==> src/verilog/cmdq_pkg.sv <==
// Constants, field layouts and carrier types for the host command intake.
// Assumes one 200 MHz clock domain and a synchronous active-low reset.
package cmdq_pkg;

  // ==========================================================
  // Register map (index; byte address is four times it)
  localparam logic [9:0]  IDX_CMD     = 10'h008;
  localparam logic [9:0]  IDX_CMD_L   = 10'h009;
  localparam logic [9:0]  IDX_PAR     = 10'h00a;
  localparam logic [9:0]  IDX_PAR_L   = 10'h00b;
  localparam logic [9:0]  IDX_DEPTH   = 10'h00c;
  localparam logic [9:0]  IDX_MODE    = 10'h00d;
  localparam int          ADDR_W      = 12;

  // ==========================================================
  // Field positions and reset values
  localparam int          BIT_BUSY    = 31;
  localparam int          BIT_LOCK    = 30;
  localparam int          BIT_QMODE   = 0;
  localparam int          CODE_HI     = 29;
  localparam int          CODE_LO     = 26;
  localparam int          BIT_IND_RD  = 25;
  localparam logic [31:0] MODE_RESET  = 32'h0000_0000;
  localparam logic [31:0] WORD_RESET  = 32'h0000_0000;

  // ==========================================================
  // Command codes that return an indication
  localparam logic [3:0]  CODE_OPEN   = 4'h8;
  localparam logic [3:0]  CODE_CLOSE  = 4'h9;
  localparam logic [3:0]  CODE_INDIR  = 4'he;

  // ==========================================================
  // Queue sizing and bus answers
  localparam logic [3:0]  QDEPTH      = 4'ha;
  localparam logic [3:0]  CNT_ZERO    = 4'h0;
  localparam logic [3:0]  CNT_ONE     = 4'h1;
  localparam logic [1:0]  RESP_OKAY   = 2'h0;
  localparam logic [1:0]  RESP_DECERR = 2'h3;

  typedef struct packed {
    logic [31:0] cmd;
    logic [31:0] param;
    logic        ind;
    logic        rd_param;
  } qentry_t;

  typedef enum logic {EX_IDLE, EX_RUN} exec_st_t;

endpackage
==> src/verilog/cmd_intake.sv <==
// Host command intake: AXI4-Lite registers, command queue, busy and lock.
// Assumes an executor that takes one entry at a time and pulses done.
//
// Overview of operation
// - Owner may issue more commands while locked.
// - Queued mode needs select bit and PCI bus.
// - Queue holds ten command entries with parameters.
// - In queued mode, command and parameter addresses stall while queue is full.
// - Depth register returns commands held in queue.
// - Busy set by indication commands until stored.
// - In queued mode, commands without indication never set busy.
// - In queued mode, no-indication commands accepted and queued unless queue full.
// - Lock flag sits at bit thirty.
// - Command and parameter reads lock; alias reads unlock when locked.
// - Queued mode writes leave lock unchanged.
// - Busy freezes the lock flag.
// - Commands execute strictly in arrival order.
// - Busy rises in the cycle after queueing.
// - Command and parameter each have alias address.
// - Busy flag sits at bit thirty-one.
// - Indication stored on the same edge that clears busy.
//
// Implementation choices: register access over AXI4-Lite and the placing of the registers.
`timescale 1ns/1ps
`default_nettype none
module cmd_intake (
  input  wire logic        aclk,
  input  wire logic        aresetn,
  input  wire logic [11:0] awaddr,
  input  wire logic [2:0]  awprot,
  input  wire logic        awvalid,
  output logic             awready,
  input  wire logic [31:0] wdata,
  input  wire logic [3:0]  wstrb,
  input  wire logic        wvalid,
  output logic             wready,
  output logic [1:0]       bresp,
  output logic             bvalid,
  input  wire logic        bready,
  input  wire logic [11:0] araddr,
  input  wire logic [2:0]  arprot,
  input  wire logic        arvalid,
  output logic             arready,
  output logic [31:0]      rdata,
  output logic [1:0]       rresp,
  output logic             rvalid,
  input  wire logic        rready,
  input  wire logic        bus_is_pci,
  output logic             exec_valid,
  output cmdq_pkg::qentry_t exec_entry,
  input  wire logic        exec_done,
  input  wire logic [31:0] exec_ind_data
);

  logic                awready_r, awready_nxt, wready_r, wready_nxt;
  logic                aw_have_r, aw_have_nxt, w_have_r, w_have_nxt;
  logic [9:0]          aw_idx_r, aw_idx_nxt, ar_idx_r, ar_idx_nxt;
  logic [31:0]         w_data_r, w_data_nxt;
  logic [3:0]          w_strb_r, w_strb_nxt;
  logic                bvalid_r, bvalid_nxt, rvalid_r, rvalid_nxt;
  logic [1:0]          bresp_r, bresp_nxt, rresp_r, rresp_nxt;
  logic                arready_r, arready_nxt, ar_have_r, ar_have_nxt;
  logic [31:0]         rdata_r, rdata_nxt;
  logic [31:0]         word_r, word_nxt, par_r, par_nxt;
  logic [31:0]         mode_r, mode_nxt;
  logic                lock_r, lock_nxt;
  logic [3:0]          pend_r, pend_nxt;
  logic                pci_s1_r, pci_s2_r;
  cmdq_pkg::exec_st_t  st_r, st_nxt;
  cmdq_pkg::qentry_t   ex_r, ex_nxt, push_data, head;
  logic                exv_r, exv_nxt;
  logic                push, pop, full, empty, queued, busy;
  logic                wr_go, rd_go, wr_cmdish, rd_cmdish, push_ind;
  logic [3:0]          count;

  function automatic logic [31:0] merge(input logic [31:0] o,
                                        input logic [31:0] n,
                                        input logic [3:0]  s);
    logic [31:0] r;
    r = o;
    for (int i = 0; i < 4; i++) begin
      if (s[i]) begin
        r[i*8 +: 8] = n[i*8 +: 8];
      end
    end
    return r;
  endfunction

  function automatic logic is_cmdish(input logic [9:0] idx);
    return idx == cmdq_pkg::IDX_CMD || idx == cmdq_pkg::IDX_CMD_L ||
           idx == cmdq_pkg::IDX_PAR || idx == cmdq_pkg::IDX_PAR_L;
  endfunction

  // ==========================================================
  // Queue and mode
  cmd_queue u_queue (
    .aclk      (aclk),
    .aresetn   (aresetn),
    .push      (push),
    .push_data (push_data),
    .pop       (pop),
    .head      (head),
    .count     (count),
    .full      (full),
    .empty     (empty)
  );

  // The bus strap is a pin, so it is synchronised before use.
  always_ff @(posedge aclk) begin
    if (!aresetn) begin
      pci_s1_r <= 1'b0;
      pci_s2_r <= 1'b0;
    end else begin
      pci_s1_r <= bus_is_pci;
      pci_s2_r <= pci_s1_r;
    end
  end

  assign queued    = mode_r[cmdq_pkg::BIT_QMODE] & pci_s2_r;
  assign busy      = (pend_r != cmdq_pkg::CNT_ZERO);
  assign wr_cmdish = is_cmdish(aw_idx_r);
  assign rd_cmdish = is_cmdish(ar_idx_r);
  assign wr_go     = aw_have_r && w_have_r && !bvalid_r &&
                     !(queued && full && wr_cmdish);
  assign rd_go     = ar_have_r && !rvalid_r &&
                     !(queued && full && rd_cmdish);
  assign push_ind  = push && push_data.ind;

  // ==========================================================
  // Register file, lock and pending count
  always_comb begin
    logic [31:0] w;
    logic [3:0]  code;
    logic        pend_up, pend_dn;
    w           = merge(word_r, w_data_r, w_strb_r);
    code        = w[cmdq_pkg::CODE_HI:cmdq_pkg::CODE_LO];
    aw_have_nxt = aw_have_r;
    aw_idx_nxt  = aw_idx_r;
    w_have_nxt  = w_have_r;
    w_data_nxt  = w_data_r;
    w_strb_nxt  = w_strb_r;
    ar_have_nxt = ar_have_r;
    ar_idx_nxt  = ar_idx_r;
    bvalid_nxt  = bvalid_r && !bready;
    bresp_nxt   = bresp_r;
    rvalid_nxt  = rvalid_r && !rready;
    rresp_nxt   = rresp_r;
    rdata_nxt   = rdata_r;
    word_nxt    = word_r;
    par_nxt     = par_r;
    mode_nxt    = mode_r;
    lock_nxt    = lock_r;
    push        = 1'b0;
    push_data   = '{cmd: w, param: par_r,
                    ind: 1'b0, rd_param: 1'b0};
    pend_up     = 1'b0;
    pend_dn     = 1'b0;
    if (awvalid && awready_r) begin
      aw_have_nxt = 1'b1;
      aw_idx_nxt  = awaddr[11:2];
    end
    if (wvalid && wready_r) begin
      w_have_nxt = 1'b1;
      w_data_nxt = wdata;
      w_strb_nxt = wstrb;
    end
    if (wr_go) begin
      aw_have_nxt = 1'b0;
      w_have_nxt  = 1'b0;
      bvalid_nxt  = 1'b1;
      bresp_nxt   = cmdq_pkg::RESP_OKAY;
      unique case (aw_idx_r)
        cmdq_pkg::IDX_CMD, cmdq_pkg::IDX_CMD_L: begin
          push_data.rd_param = (code == cmdq_pkg::CODE_INDIR) &&
                               w[cmdq_pkg::BIT_IND_RD];
          if (queued) begin
            // Every command is queued; only some raise busy.
            push              = 1'b1;
            push_data.ind     = (code == cmdq_pkg::CODE_OPEN) ||
                                (code == cmdq_pkg::CODE_CLOSE) ||
                                push_data.rd_param;
            word_nxt[29:0]    = w[29:0];
          end else if (!busy) begin
            // Without the queue each command occupies the executor.
            push              = 1'b1;
            push_data.ind     = 1'b1;
            word_nxt[29:0]    = w[29:0];
            if (aw_idx_r == cmdq_pkg::IDX_CMD_L) begin
              lock_nxt = 1'b1;
            end
          end
        end
        cmdq_pkg::IDX_PAR, cmdq_pkg::IDX_PAR_L: begin
          par_nxt = merge(par_r, w_data_r, w_strb_r);
        end
        cmdq_pkg::IDX_MODE: begin
          mode_nxt = merge(mode_r, w_data_r, w_strb_r);
        end
        cmdq_pkg::IDX_DEPTH: begin
        end
        default: begin
          bresp_nxt = cmdq_pkg::RESP_DECERR;
        end
      endcase
    end
    if (arvalid && arready_r) begin
      ar_have_nxt = 1'b1;
      ar_idx_nxt  = araddr[11:2];
    end
    if (rd_go) begin
      ar_have_nxt = 1'b0;
      rvalid_nxt  = 1'b1;
      rresp_nxt   = cmdq_pkg::RESP_OKAY;
      rdata_nxt   = 32'h0000_0000;
      unique case (ar_idx_r)
        cmdq_pkg::IDX_CMD, cmdq_pkg::IDX_CMD_L: begin
          rdata_nxt[29:0]               = word_r[29:0];
          rdata_nxt[cmdq_pkg::BIT_BUSY] = busy;
          rdata_nxt[cmdq_pkg::BIT_LOCK] = lock_r;
        end
        cmdq_pkg::IDX_PAR, cmdq_pkg::IDX_PAR_L: begin
          rdata_nxt = par_r;
        end
        cmdq_pkg::IDX_DEPTH: begin
          rdata_nxt[3:0] = count;
        end
        cmdq_pkg::IDX_MODE: begin
          rdata_nxt = mode_r;
        end
        default: begin
          rresp_nxt = cmdq_pkg::RESP_DECERR;
        end
      endcase
      // A read claims the device; an alias read hands it back.
      if (rd_cmdish && !busy) begin
        if (!lock_r) begin
          lock_nxt = 1'b1;
        end else if (ar_idx_r == cmdq_pkg::IDX_CMD_L ||
                     ar_idx_r == cmdq_pkg::IDX_PAR_L) begin
          lock_nxt = 1'b0;
        end
      end
    end
    // A completion lands its indication on the same edge that busy can drop.
    if (st_r == cmdq_pkg::EX_RUN && exec_done && ex_r.ind) begin
      pend_dn = 1'b1;
      if (ex_r.rd_param) begin
        par_nxt = exec_ind_data;
      end else begin
        word_nxt[29:0] = exec_ind_data[29:0];
      end
    end
    pend_up  = push && push_data.ind;
    pend_nxt = pend_r;
    if (pend_up && !pend_dn) begin
      pend_nxt = pend_r + cmdq_pkg::CNT_ONE;
    end else if (pend_dn && !pend_up) begin
      pend_nxt = pend_r - cmdq_pkg::CNT_ONE;
    end
    awready_nxt = !aw_have_nxt;
    wready_nxt  = !w_have_nxt;
    arready_nxt = !ar_have_nxt;
  end

  always_ff @(posedge aclk) begin
    if (!aresetn) begin
      awready_r <= 1'b0;
      wready_r  <= 1'b0;
      arready_r <= 1'b0;
      aw_have_r <= 1'b0;
      aw_idx_r  <= 10'h000;
      w_have_r  <= 1'b0;
      w_data_r  <= 32'h0000_0000;
      w_strb_r  <= 4'h0;
      ar_have_r <= 1'b0;
      ar_idx_r  <= 10'h000;
      bvalid_r  <= 1'b0;
      bresp_r   <= cmdq_pkg::RESP_OKAY;
      rvalid_r  <= 1'b0;
      rresp_r   <= cmdq_pkg::RESP_OKAY;
      rdata_r   <= 32'h0000_0000;
      word_r    <= cmdq_pkg::WORD_RESET;
      par_r     <= cmdq_pkg::WORD_RESET;
      mode_r    <= cmdq_pkg::MODE_RESET;
      lock_r    <= 1'b0;
      pend_r    <= cmdq_pkg::CNT_ZERO;
    end else begin
      awready_r <= awready_nxt;
      wready_r  <= wready_nxt;
      arready_r <= arready_nxt;
      aw_have_r <= aw_have_nxt;
      aw_idx_r  <= aw_idx_nxt;
      w_have_r  <= w_have_nxt;
      w_data_r  <= w_data_nxt;
      w_strb_r  <= w_strb_nxt;
      ar_have_r <= ar_have_nxt;
      ar_idx_r  <= ar_idx_nxt;
      bvalid_r  <= bvalid_nxt;
      bresp_r   <= bresp_nxt;
      rvalid_r  <= rvalid_nxt;
      rresp_r   <= rresp_nxt;
      rdata_r   <= rdata_nxt;
      word_r    <= word_nxt;
      par_r     <= par_nxt;
      mode_r    <= mode_nxt;
      lock_r    <= lock_nxt;
      pend_r    <= pend_nxt;
    end
  end

  // ==========================================================
  // Executor hand-off, one entry at a time in queue order
  always_comb begin
    st_nxt  = st_r;
    ex_nxt  = ex_r;
    exv_nxt = exv_r;
    pop     = 1'b0;
    unique case (st_r)
      cmdq_pkg::EX_IDLE: begin
        if (!empty) begin
          pop     = 1'b1;
          ex_nxt  = head;
          exv_nxt = 1'b1;
          st_nxt  = cmdq_pkg::EX_RUN;
        end
      end
      cmdq_pkg::EX_RUN: begin
        if (exec_done) begin
          exv_nxt = 1'b0;
          st_nxt  = cmdq_pkg::EX_IDLE;
        end
      end
    endcase
  end

  always_ff @(posedge aclk) begin
    if (!aresetn) begin
      st_r  <= cmdq_pkg::EX_IDLE;
      ex_r  <= '0;
      exv_r <= 1'b0;
    end else begin
      st_r  <= st_nxt;
      ex_r  <= ex_nxt;
      exv_r <= exv_nxt;
    end
  end

  assign awready    = awready_r;
  assign wready     = wready_r;
  assign bvalid     = bvalid_r;
  assign bresp      = bresp_r;
  assign arready    = arready_r;
  assign rvalid     = rvalid_r;
  assign rresp      = rresp_r;
  assign rdata      = rdata_r;
  assign exec_valid = exv_r;
  assign exec_entry = ex_r;

  // ==========================================================
  // Checks
  a_busy_on_push:
  assert property (@(posedge aclk) disable iff (!aresetn)
    push_ind |=> busy)
    else $error("busy not raised on queueing");
  a_noind_quiet:
  assert property (@(posedge aclk) disable iff (!aresetn)
    queued && push && !push_ind && pend_r == 4'h0 |=> pend_r == 4'h0)
    else $error("busy raised by plain command");
  a_full_stall:
  assert property (@(posedge aclk) disable iff (!aresetn)
    queued && full && aw_have_r && w_have_r && wr_cmdish && !bvalid_r
    |=> !bvalid_r)
    else $error("write answered while queue full");
  a_lock_take:
  assert property (@(posedge aclk) disable iff (!aresetn)
    rd_go && rd_cmdish && !busy && !lock_r |=> lock_r)
    else $error("read did not lock");
  a_lock_alias:
  assert property (@(posedge aclk) disable iff (!aresetn)
    rd_go && !busy && lock_r && (ar_idx_r == cmdq_pkg::IDX_CMD_L ||
    ar_idx_r == cmdq_pkg::IDX_PAR_L) |=> !lock_r)
    else $error("alias read did not unlock");
  a_lock_frozen:
  assert property (@(posedge aclk) disable iff (!aresetn)
    busy && !(wr_go && !queued) |=> $stable(lock_r))
    else $error("lock moved while busy");
  a_write_keeps:
  assert property (@(posedge aclk) disable iff (!aresetn)
    queued && wr_go && !rd_go |=> $stable(lock_r))
    else $error("queued write moved lock");
  a_depth_cap:
  assert property (@(posedge aclk) disable iff (!aresetn)
    count <= 4'ha)
    else $error("queue depth above ten");
  a_exec_hold:
  assert property (@(posedge aclk) disable iff (!aresetn)
    exv_r && !exec_done |=> exv_r && $stable(ex_r))
    else $error("executor entry changed early");
  a_ind_stored:
  assert property (@(posedge aclk) disable iff (!aresetn)
    exv_r && exec_done && ex_r.ind && !ex_r.rd_param
    |=> word_r[29:0] == $past(exec_ind_data[29:0]))
    else $error("indication not stored");

endmodule
`default_nettype wire

==> src/verilog/cmd_queue.sv <==
// First-in first-out store of command entries held in flip-flops.
// Assumes the caller never pushes when full nor pops when empty.
`timescale 1ns/1ps
`default_nettype none
module cmd_queue (
  input  wire logic             aclk,
  input  wire logic             aresetn,
  input  wire logic             push,
  input  wire cmdq_pkg::qentry_t push_data,
  input  wire logic             pop,
  output cmdq_pkg::qentry_t     head,
  output logic [3:0]            count,
  output logic                  full,
  output logic                  empty
);

  cmdq_pkg::qentry_t mem_r   [cmdq_pkg::QDEPTH];
  cmdq_pkg::qentry_t mem_nxt [cmdq_pkg::QDEPTH];
  logic [3:0]        wr_r, wr_nxt, rd_r, rd_nxt, cnt_r, cnt_nxt;

  // ==========================================================
  // Pointers and storage
  always_comb begin
    mem_nxt = mem_r;
    wr_nxt  = wr_r;
    rd_nxt  = rd_r;
    cnt_nxt = cnt_r;
    if (push) begin
      mem_nxt[wr_r] = push_data;
      wr_nxt = (wr_r == cmdq_pkg::QDEPTH - 4'h1) ? 4'h0 : wr_r + 4'h1;
    end
    // Entries leave strictly in arrival order.
    if (pop) begin
      rd_nxt = (rd_r == cmdq_pkg::QDEPTH - 4'h1) ? 4'h0 : rd_r + 4'h1;
    end
    if (push && !pop) begin
      cnt_nxt = cnt_r + 4'h1;
    end else if (pop && !push) begin
      cnt_nxt = cnt_r - 4'h1;
    end
  end

  always_ff @(posedge aclk) begin
    if (!aresetn) begin
      wr_r  <= 4'h0;
      rd_r  <= 4'h0;
      cnt_r <= 4'h0;
    end else begin
      wr_r  <= wr_nxt;
      rd_r  <= rd_nxt;
      cnt_r <= cnt_nxt;
    end
  end

  // Data words need no reset; only the pointers say what is valid.
  always_ff @(posedge aclk) begin
    mem_r <= mem_nxt;
  end

  assign head  = mem_r[rd_r];
  assign count = cnt_r;
  assign full  = (cnt_r == cmdq_pkg::QDEPTH);
  assign empty = (cnt_r == 4'h0);

endmodule
`default_nettype wire

==> config.mk <==
export PLATFORM = sky130hd
export DESIGN_NAME = cmd_intake
export DESIGN_NICKNAME = d
export VERILOG_FILES = /design/src/verilog/cmdq_pkg.sv /design/src/verilog/cmd_intake.sv /design/src/verilog/cmd_queue.sv
export SDC_FILE = /design/constraint.sdc
export NUM_CORES = 1
export LEC_CHECK = 0
export BUFFER_PORTS_ARGS = -buffer_cell sky130_fd_sc_hd__buf_4
export CORE_MARGIN = 3
export CORE_UTILIZATION = 45
export DETAILED_ROUTE_END_ITERATION = 7
export SYNTH_ARGS = -nofsm -noshare
export SYNTH_HDL_FRONTEND = slang
export SYNTH_HIERARCHICAL = 1
export SYNTH_SLANG_ARGS = --single-unit
==> constraint.sdc <==
create_clock -name aclk -period 10.4 [get_ports aclk]
set_clock_uncertainty 0.1 [all_clocks]
set_input_delay 1.04 -clock aclk [delete_from_list [all_inputs] [get_ports aclk]]
set_output_delay 1.04 -clock aclk [all_outputs]
set_load 0.01 [all_outputs]
==> impl_metrics.tcl, run 1 <==
set metrics [dict create \
    place_congestion 0.821 \
    routedWlPerCell_um 25.8 \
    clkLatencyLatePin_ps 670 \
    grt_pass1_vias 23700 \
    syn-num-nets 2809 \
    area_growth_pct 15.0 \
    synth.area.top_cells "edfxtp_1, dfxtp_1, mux2i_1" \
    cp-end-kind "flop" \
    clkSinkCount 939 \
    finalSetupTns_ps 0 \
    r2r-start "aw_idx_r[5]" \
    drc 0 \
    switching_power_mw 2.63 \
    design.die.area_um2 86800 \
    ios 215 \
    finalCritPeriodShare_pct 46.0 \
    core_um2 82200 \
    min_from "aw_idx_r[0]" \
    root_buffer "clkbuf_16" \
    hold_viol_final 0 \
    syn-cell-area_um2 37500 \
    p_int_mw 6.85 \
    rr_worst_depth 9 \
    wl_um 103000 \
    drtAntennaViolNets 0 \
    vias_per_cell 5.94 \
    dr.pass1.iters 6 \
    power_density_nw_per_um2 220 \
    ys_warn_count 6 \
    cts_buffers 98 \
    synth_edf_count 660 \
    switching_share_pct 27.8 \
    startpoint_type "flop" \
    die_x_um 295 \
    clk_pin_slew_ps 60 \
    fp.dieH_um 295 \
    start_util_pct 45.6 \
    postCtsSetupBuffers 0 \
    peakVddDrop_mv 0.149 \
    ys_ff_latch 939 \
    p_comb_share_pct 18.4 \
    synth_cell_type_count 62 \
    max_cap_violations 0 \
    synth_top_area_share_pct 52.9 \
    cp.arrival_ps 4940 \
    slew_viol_final 0 \
    p_total_mw 9.49 \
    status "finished clean" \
    worstPathRequired_ps 10560 \
    seq_power_share_pct 45.0 \
    pwr-share-clk_pct 36.6 \
    crit_start "aw_idx_r[5]" \
    grt_pass1_wl_um 152000 \
    synth-seq-area-share_pct 67.8 \
    tightest_slew_ps 1120 \
    layout-drive-gt1-share_pct 19.7 \
    via_count 23800 \
    row_count 105 \
    crit_fanout 40 \
    setup_viol 0 \
    async_flop_share_pct 0 \
    clock_path_buffers 3 \
    worst-setup-path-type "flop to flop" \
    holdBufCountCts 0 \
    io_buffers 204 \
    post_cts_resized 0 \
    hpwlAfterDp_um 59200 \
    fill_cells 6862 \
    cts_tree "yes" \
    synth_cells 2694 \
    antenna_found_initial 1 \
    grt_max_degree 126 \
    synth_top_area_cell "edfxtp_1" \
    p_leak_nw 14.0 \
    layout_commonest_cell "edfxtp_1" \
    htree_levels 3 \
    synth_flop_cell "edfxtp_1" \
    grt_overflow_total 0 \
    fin_crit_ps 4780 \
    holdWs_ps 353 \
    max_slew_margin_pct 25.4 \
    hp-class "flop to flop" \
    layout_common_cells "edfxtp_1, nand2_1, dfxtp_1" \
    clock.fmax_mhz 209 \
    worstHoldPathCells 2 \
    avgSynthCellArea_um2 13.9 \
    grt_usage_pct 23.6 \
    rsz0062_at_grt "no" \
    drtIter0Drc 2281 \
    nets 2959 \
]
sequential cells by signal, indices dropped and copies added (netlist names), 4 cells and up:
name	count
u_queue/rd_r	4
u_queue/count	4
rdata	32
w_data_r	32
pend_r	4
u_queue/wr_r	4
u_queue/mem_r	660
mode_r	32
w_strb_r	4
aw_idx_r	10
word_r	30
par_r	32
ar_idx_r	10
exec_entry	66
path summary, 6_finish.rpt:
kind,end,slack (ps)
hold / removal,aw_idx_r[0],350
setup / recovery,u_queue/mem_r[263],5620
hold reg to reg,aw_idx_r[0],350
setup reg to reg,u_queue/mem_r[263],5620
final cells by class:
class / instances / area, µm² / area share [%]
tap: 1070 / 1340 / 3.11
sequential: 939 / 25400 / 59.0
multi-input combinational: 1534 / 11100 / 25.8
antenna: 7 / 17.5 / 0.0406
clock inverter: 44 / 498 / 1.16
inverter: 15 / 62.6 / 0.145
timing repair buffer: 256 / 1930 / 4.49
clock buffer: 136 / 2730 / 6.33
layer usage:
metal,vias up,wire length (µm),GRT usage [%]
met4,0,3640,8.20
li1,10600,-,-
met3,210,8310,5.26
met5,-,0,0
met2,1007,48200,37.8
met1,11900,43200,32.1
cells in the mapped netlist, drive strengths merged (7+ instances only):
cell     count
nor3         7
o2bb2ai     28
nand4       72
nand3       38
nand2b       9
and2        25
a2bb2oi     24
edfxtp     660
dfxtp      279
nor2        33
o211ai      34
nor2b       34
inv         15
nand2      332
a221oi      67
buf         70
a21oi      197
mux4        66
a211oi       7
o31ai       32
a31oi       36
o21ai      202
mux2i      210
mux2        30
clkbuf     136
metrics by stage:
| step | setup slack, ps | utilization, % | instance area, µm² | cells |
|---|---|---|---|---|
| 2_1_floorplan | 1050 | - | 37500 | 2694 |
| 6_report | 5620 | 52.4 | 43100 | 4001 |
| 3_3_place_gp | 5640 | 48.5 | 39900 | 3814 |
| 3_5_place_dp | 5640 | 48.5 | 39900 | 3814 |
| 4_1_cts | 5610 | 52.4 | 43100 | 3994 |
| 5_1_grt | 5360 | 52.4 | 43100 | 3994 |
power groups by stage:
| stage | logic [mW] | clock network [mW] | registers, mW |
|---|---|---|---|
| global placement | 1.75 | 0 | 4.34 |
| finish | 1.75 | 3.47 | 4.27 |
| global route | 1.90 | 3.69 | 4.29 |
| detailed placement | 1.77 | 0 | 4.35 |
| CTS | 1.78 | 3.54 | 4.27 |
| floorplan | 1.17 | 0 | 4.33 |
cells by family after synthesis:
| family | Yosys count | synth area share, % |
|---|---|---|
| compound gates | 636 | 11.1 |
| xor+xnor | 8 | 0.187 |
| fa+ha+maj | 8 | 0.307 |
| buf+inv | 221 | 2.89 |
| flops | 939 | 67.8 |
| mux | 306 | 10.5 |
| simple gates | 576 | 7.22 |
critical path, cell delays in order (launching register included):
cell	delay, ps
dfxtp_1	310
or4_1	600
nor3_4	180
buf_4	460
nand4_1	250
inv_1	330
nor2b_1	220
nand2b_1	220
nor2_4	910
buf_4	770
No activity file was read; power rests on OpenSTA's default activity.
==> run 2, diff against run 1 <==
--- a/config.mk
+++ b/config.mk
@@ -5,6 +5,7 @@
 export SDC_FILE = /design/constraint.sdc
 export NUM_CORES = 1
 export LEC_CHECK = 0
+export ABC_AREA = 1
 export BUFFER_PORTS_ARGS = -buffer_cell sky130_fd_sc_hd__buf_4
 export CORE_MARGIN = 3
 export CORE_UTILIZATION = 45
==> constraint.sdc (replaced) <==
create_clock -name aclk -period 4.9 [get_ports aclk]
set_clock_uncertainty 0.1 [all_clocks]
set_input_delay 0.49 -clock aclk [delete_from_list [all_inputs] [get_ports aclk]]
set_output_delay 0.49 -clock aclk [all_outputs]
set_load 0.01 [all_outputs]
==> run 2 against run 1 <==
Sequential share of layout area is 4.7 points lower; combinational power grew to 3.0 times the previous value; worst hold slack worse by 320 ps; register-to-register slack worse by 4500 ps; sequential power is 120% higher; synthesized cell count is 63% higher; first-iteration DRC count is 14% higher; sequential cell count stayed put; setup slack worse by 4500 ps.
==> impl_metrics.tcl, run 2 <==
set metrics [dict create \
    grt_use_met3_pct 3.80 \
    synth_top_area_share_pct 49.0 \
    dp.cells 5581 \
    largest_reg_flops 660 \
    hpwlAfterDp_um 66500 \
    cts_tree "yes" \
    grt_pass1_vias 28500 \
    async_flop_share_pct 0 \
    gr-usage-met1_pct 32.5 \
    grt_overflow_total 0 \
    dr.pass1.iters 6 \
    synth_flop_cell "edfxtp_1" \
    setup_viol 0 \
    p_leak_nw 19.7 \
    fp.dieH_um 306 \
    grt_pass1_wl_um 172000 \
    place_area_um2 42900 \
    path_cells "nor3_1, inv_1, nor2_2, nor3_1, nand3_2, inv_1, nand3_1, nor2_4, buf_4" \
    htree_levels 3 \
    synth_edf_count 660 \
    drtAntennaViolNets 0 \
    io_buffers 204 \
    switching_share_pct 32.0 \
    die_x_um 306 \
    root_buffer "clkbuf_16" \
    row_count 109 \
    start_util_pct 45.5 \
    avgSynthCellArea_um2 9.18 \
    wl_um 113000 \
    synth_cells 4402 \
    startpoint_type "flop" \
    max_slew_margin_pct 13.7 \
    pwr-share-clk_pct 34.7 \
    status "finished clean" \
    power_density_nw_per_um2 476 \
    top_register "u_queue/mem_r" \
    syn-num-nets 4517 \
    vias_per_cell 5.18 \
    clock_path_buffers 3 \
    synth-seq-area-share_pct 62.9 \
    clock.fmax_mhz 265 \
    cts_buffers 99 \
    clk_pin_slew_ps 60 \
    p_int_mw 15.2 \
    worst-setup-path-type "flop to flop" \
    tightest_slew_ps 1290 \
    ios 215 \
    instances_no_fill 5823 \
    place_congestion 0.839 \
    area_growth_pct 15.8 \
    synth.area.top_cells "edfxtp_1, dfxtp_1, nand2_1" \
    core_um2 88800 \
    routedWlPerCell_um 19.5 \
    hp-class "primary input to flop" \
    layout-drive-gt1-share_pct 11.2 \
    slew_viol_final 0 \
    max_cap_violations 0 \
    synth_top_area_cell "edfxtp_1" \
    hold_viol_final 0 \
    syn-cell-area_um2 40400 \
    slowest_stage "buf_4" \
    max_stage_delay_ps 830 \
    nets 4680 \
    rsz0062_at_grt "no" \
    ys_ff_latch 939 \
    crit_fanout 46 \
    design.die.area_um2 93400 \
    holdWs_ps 38.2 \
    final_area_um2 46800 \
    worstPathRequired_ps 5060 \
    cp.arrival_ps 3930 \
    post_cts_resized 0 \
    ys_warn_count 6 \
    fin_crit_ps 3770 \
    layout_commonest_cell "nand2_1" \
    layout_common_cells "nand2_1, edfxtp_1, nand3_1" \
    clkSinkCount 939 \
    busiest_layer "met2" \
    switching_power_mw 7.12 \
    via_count 30100 \
    peakVddDrop_mv 0.371 \
    finalCritPeriodShare_pct 76.9 \
    seq_power_share_pct 41.6 \
    grt_max_degree 208 \
    grt_usage_pct 23.9 \
    synth_cell_type_count 37 \
    drtIter0Drc 2611 \
    synth_commonest_cells "nand2_1, edfxtp_1, nor2_1, nand3_1, inv_1" \
    cp-end-kind "flop" \
    antenna_found_initial 6 \
    p_comb_share_pct 23.8 \
    synth.most_common_cell "nand2_1" \
    clkLatencyLatePin_ps 660 \
    grt_use_met2_pct 39.2 \
    drc 0 \
]
==> run 2: worst paths after layout <==
check	slack (ps)	startpoint	to	cells past startpoint
setup / recovery	1130	u_queue/count[0]	u_queue/mem_r[89]	9
hold / removal	40	araddr[4]	ar_idx_r[2]	3
setup reg to reg	1130	u_queue/count[0]	u_queue/mem_r[89]	9
hold reg to reg	340	pci_s1_r	pci_s2_r	2
==> run 2: timing repair <==
action	4_1_cts	5_1_grt
hold buffers	48	0
buffers inserted	0	0
hold endpoints to repair	48	0
==> run 2: cell type report <==
class	count	area, µm²
repair buffers	313	2650
inverters	401	1520
well taps	1165	1460
clock inverters	48	569
fillers	7951	42000
flip-flops and latches	939	25400
multi-input cells	2811	12400
clock buffers	140	2810
diodes	6	15.0
==> run 2: worst max-delay path, delay by kind of cell (launching register included) <==
kind | cells | cell delay, ps
flops | 1 | 470
buf+inv | 3 | 1170
simple gates | 6 | 1620
==> run 2: power by group through the flow <==
stage / registers (mW) / clock network (mW) / logic (mW)
2_1_floorplan: 9.32 / 0 / 3.53
3_3_place_gp: 9.42 / 0 / 5.28
3_5_place_dp: 9.42 / 0 / 5.31
4_1_cts: 9.26 / 7.83 / 5.37
5_1_grt: 9.30 / 8.16 / 5.94
6_report: 9.26 / 7.72 / 5.30
==> run 2: per-stage QoR <==
step           TNS (ps)  util, %  power, mW  setup WS [ps]
2_1_floorplan    -12410        -       12.8          -26.0
3_3_place_gp          0     48.4       14.7           1190
3_5_place_dp          0     48.4       14.7           1150
4_1_cts               0     52.7       22.5           1130
5_1_grt               0     52.7       23.4            914
6_report              0     52.7       22.3           1130
==> run 2: per-layer routing <==
layer	wire (µm)	vias up	part of all wire, %
li1	-	14700	-
met2	52800	921	47
met3	7450	174	6.6
met5	0	-	0
met4	3440	0	3.0
met1	49700	14300	44
==> run 2: kinds of logic (layout without fill, tap and decap cells) <==
logic type | after synthesis | count (layout) | share of synthesized area (%)
compound gates | 392 | 392 | 5.42
xor+xnor | 4 | 4 | 0.0867
fa+ha+maj | 8 | 8 | 0.285
buf+inv | 652 | 902 | 6.75
flops | 939 | 939 | 62.9
other cells | 0 | 6 | 0
simple gates | 2407 | 2407 | 24.6
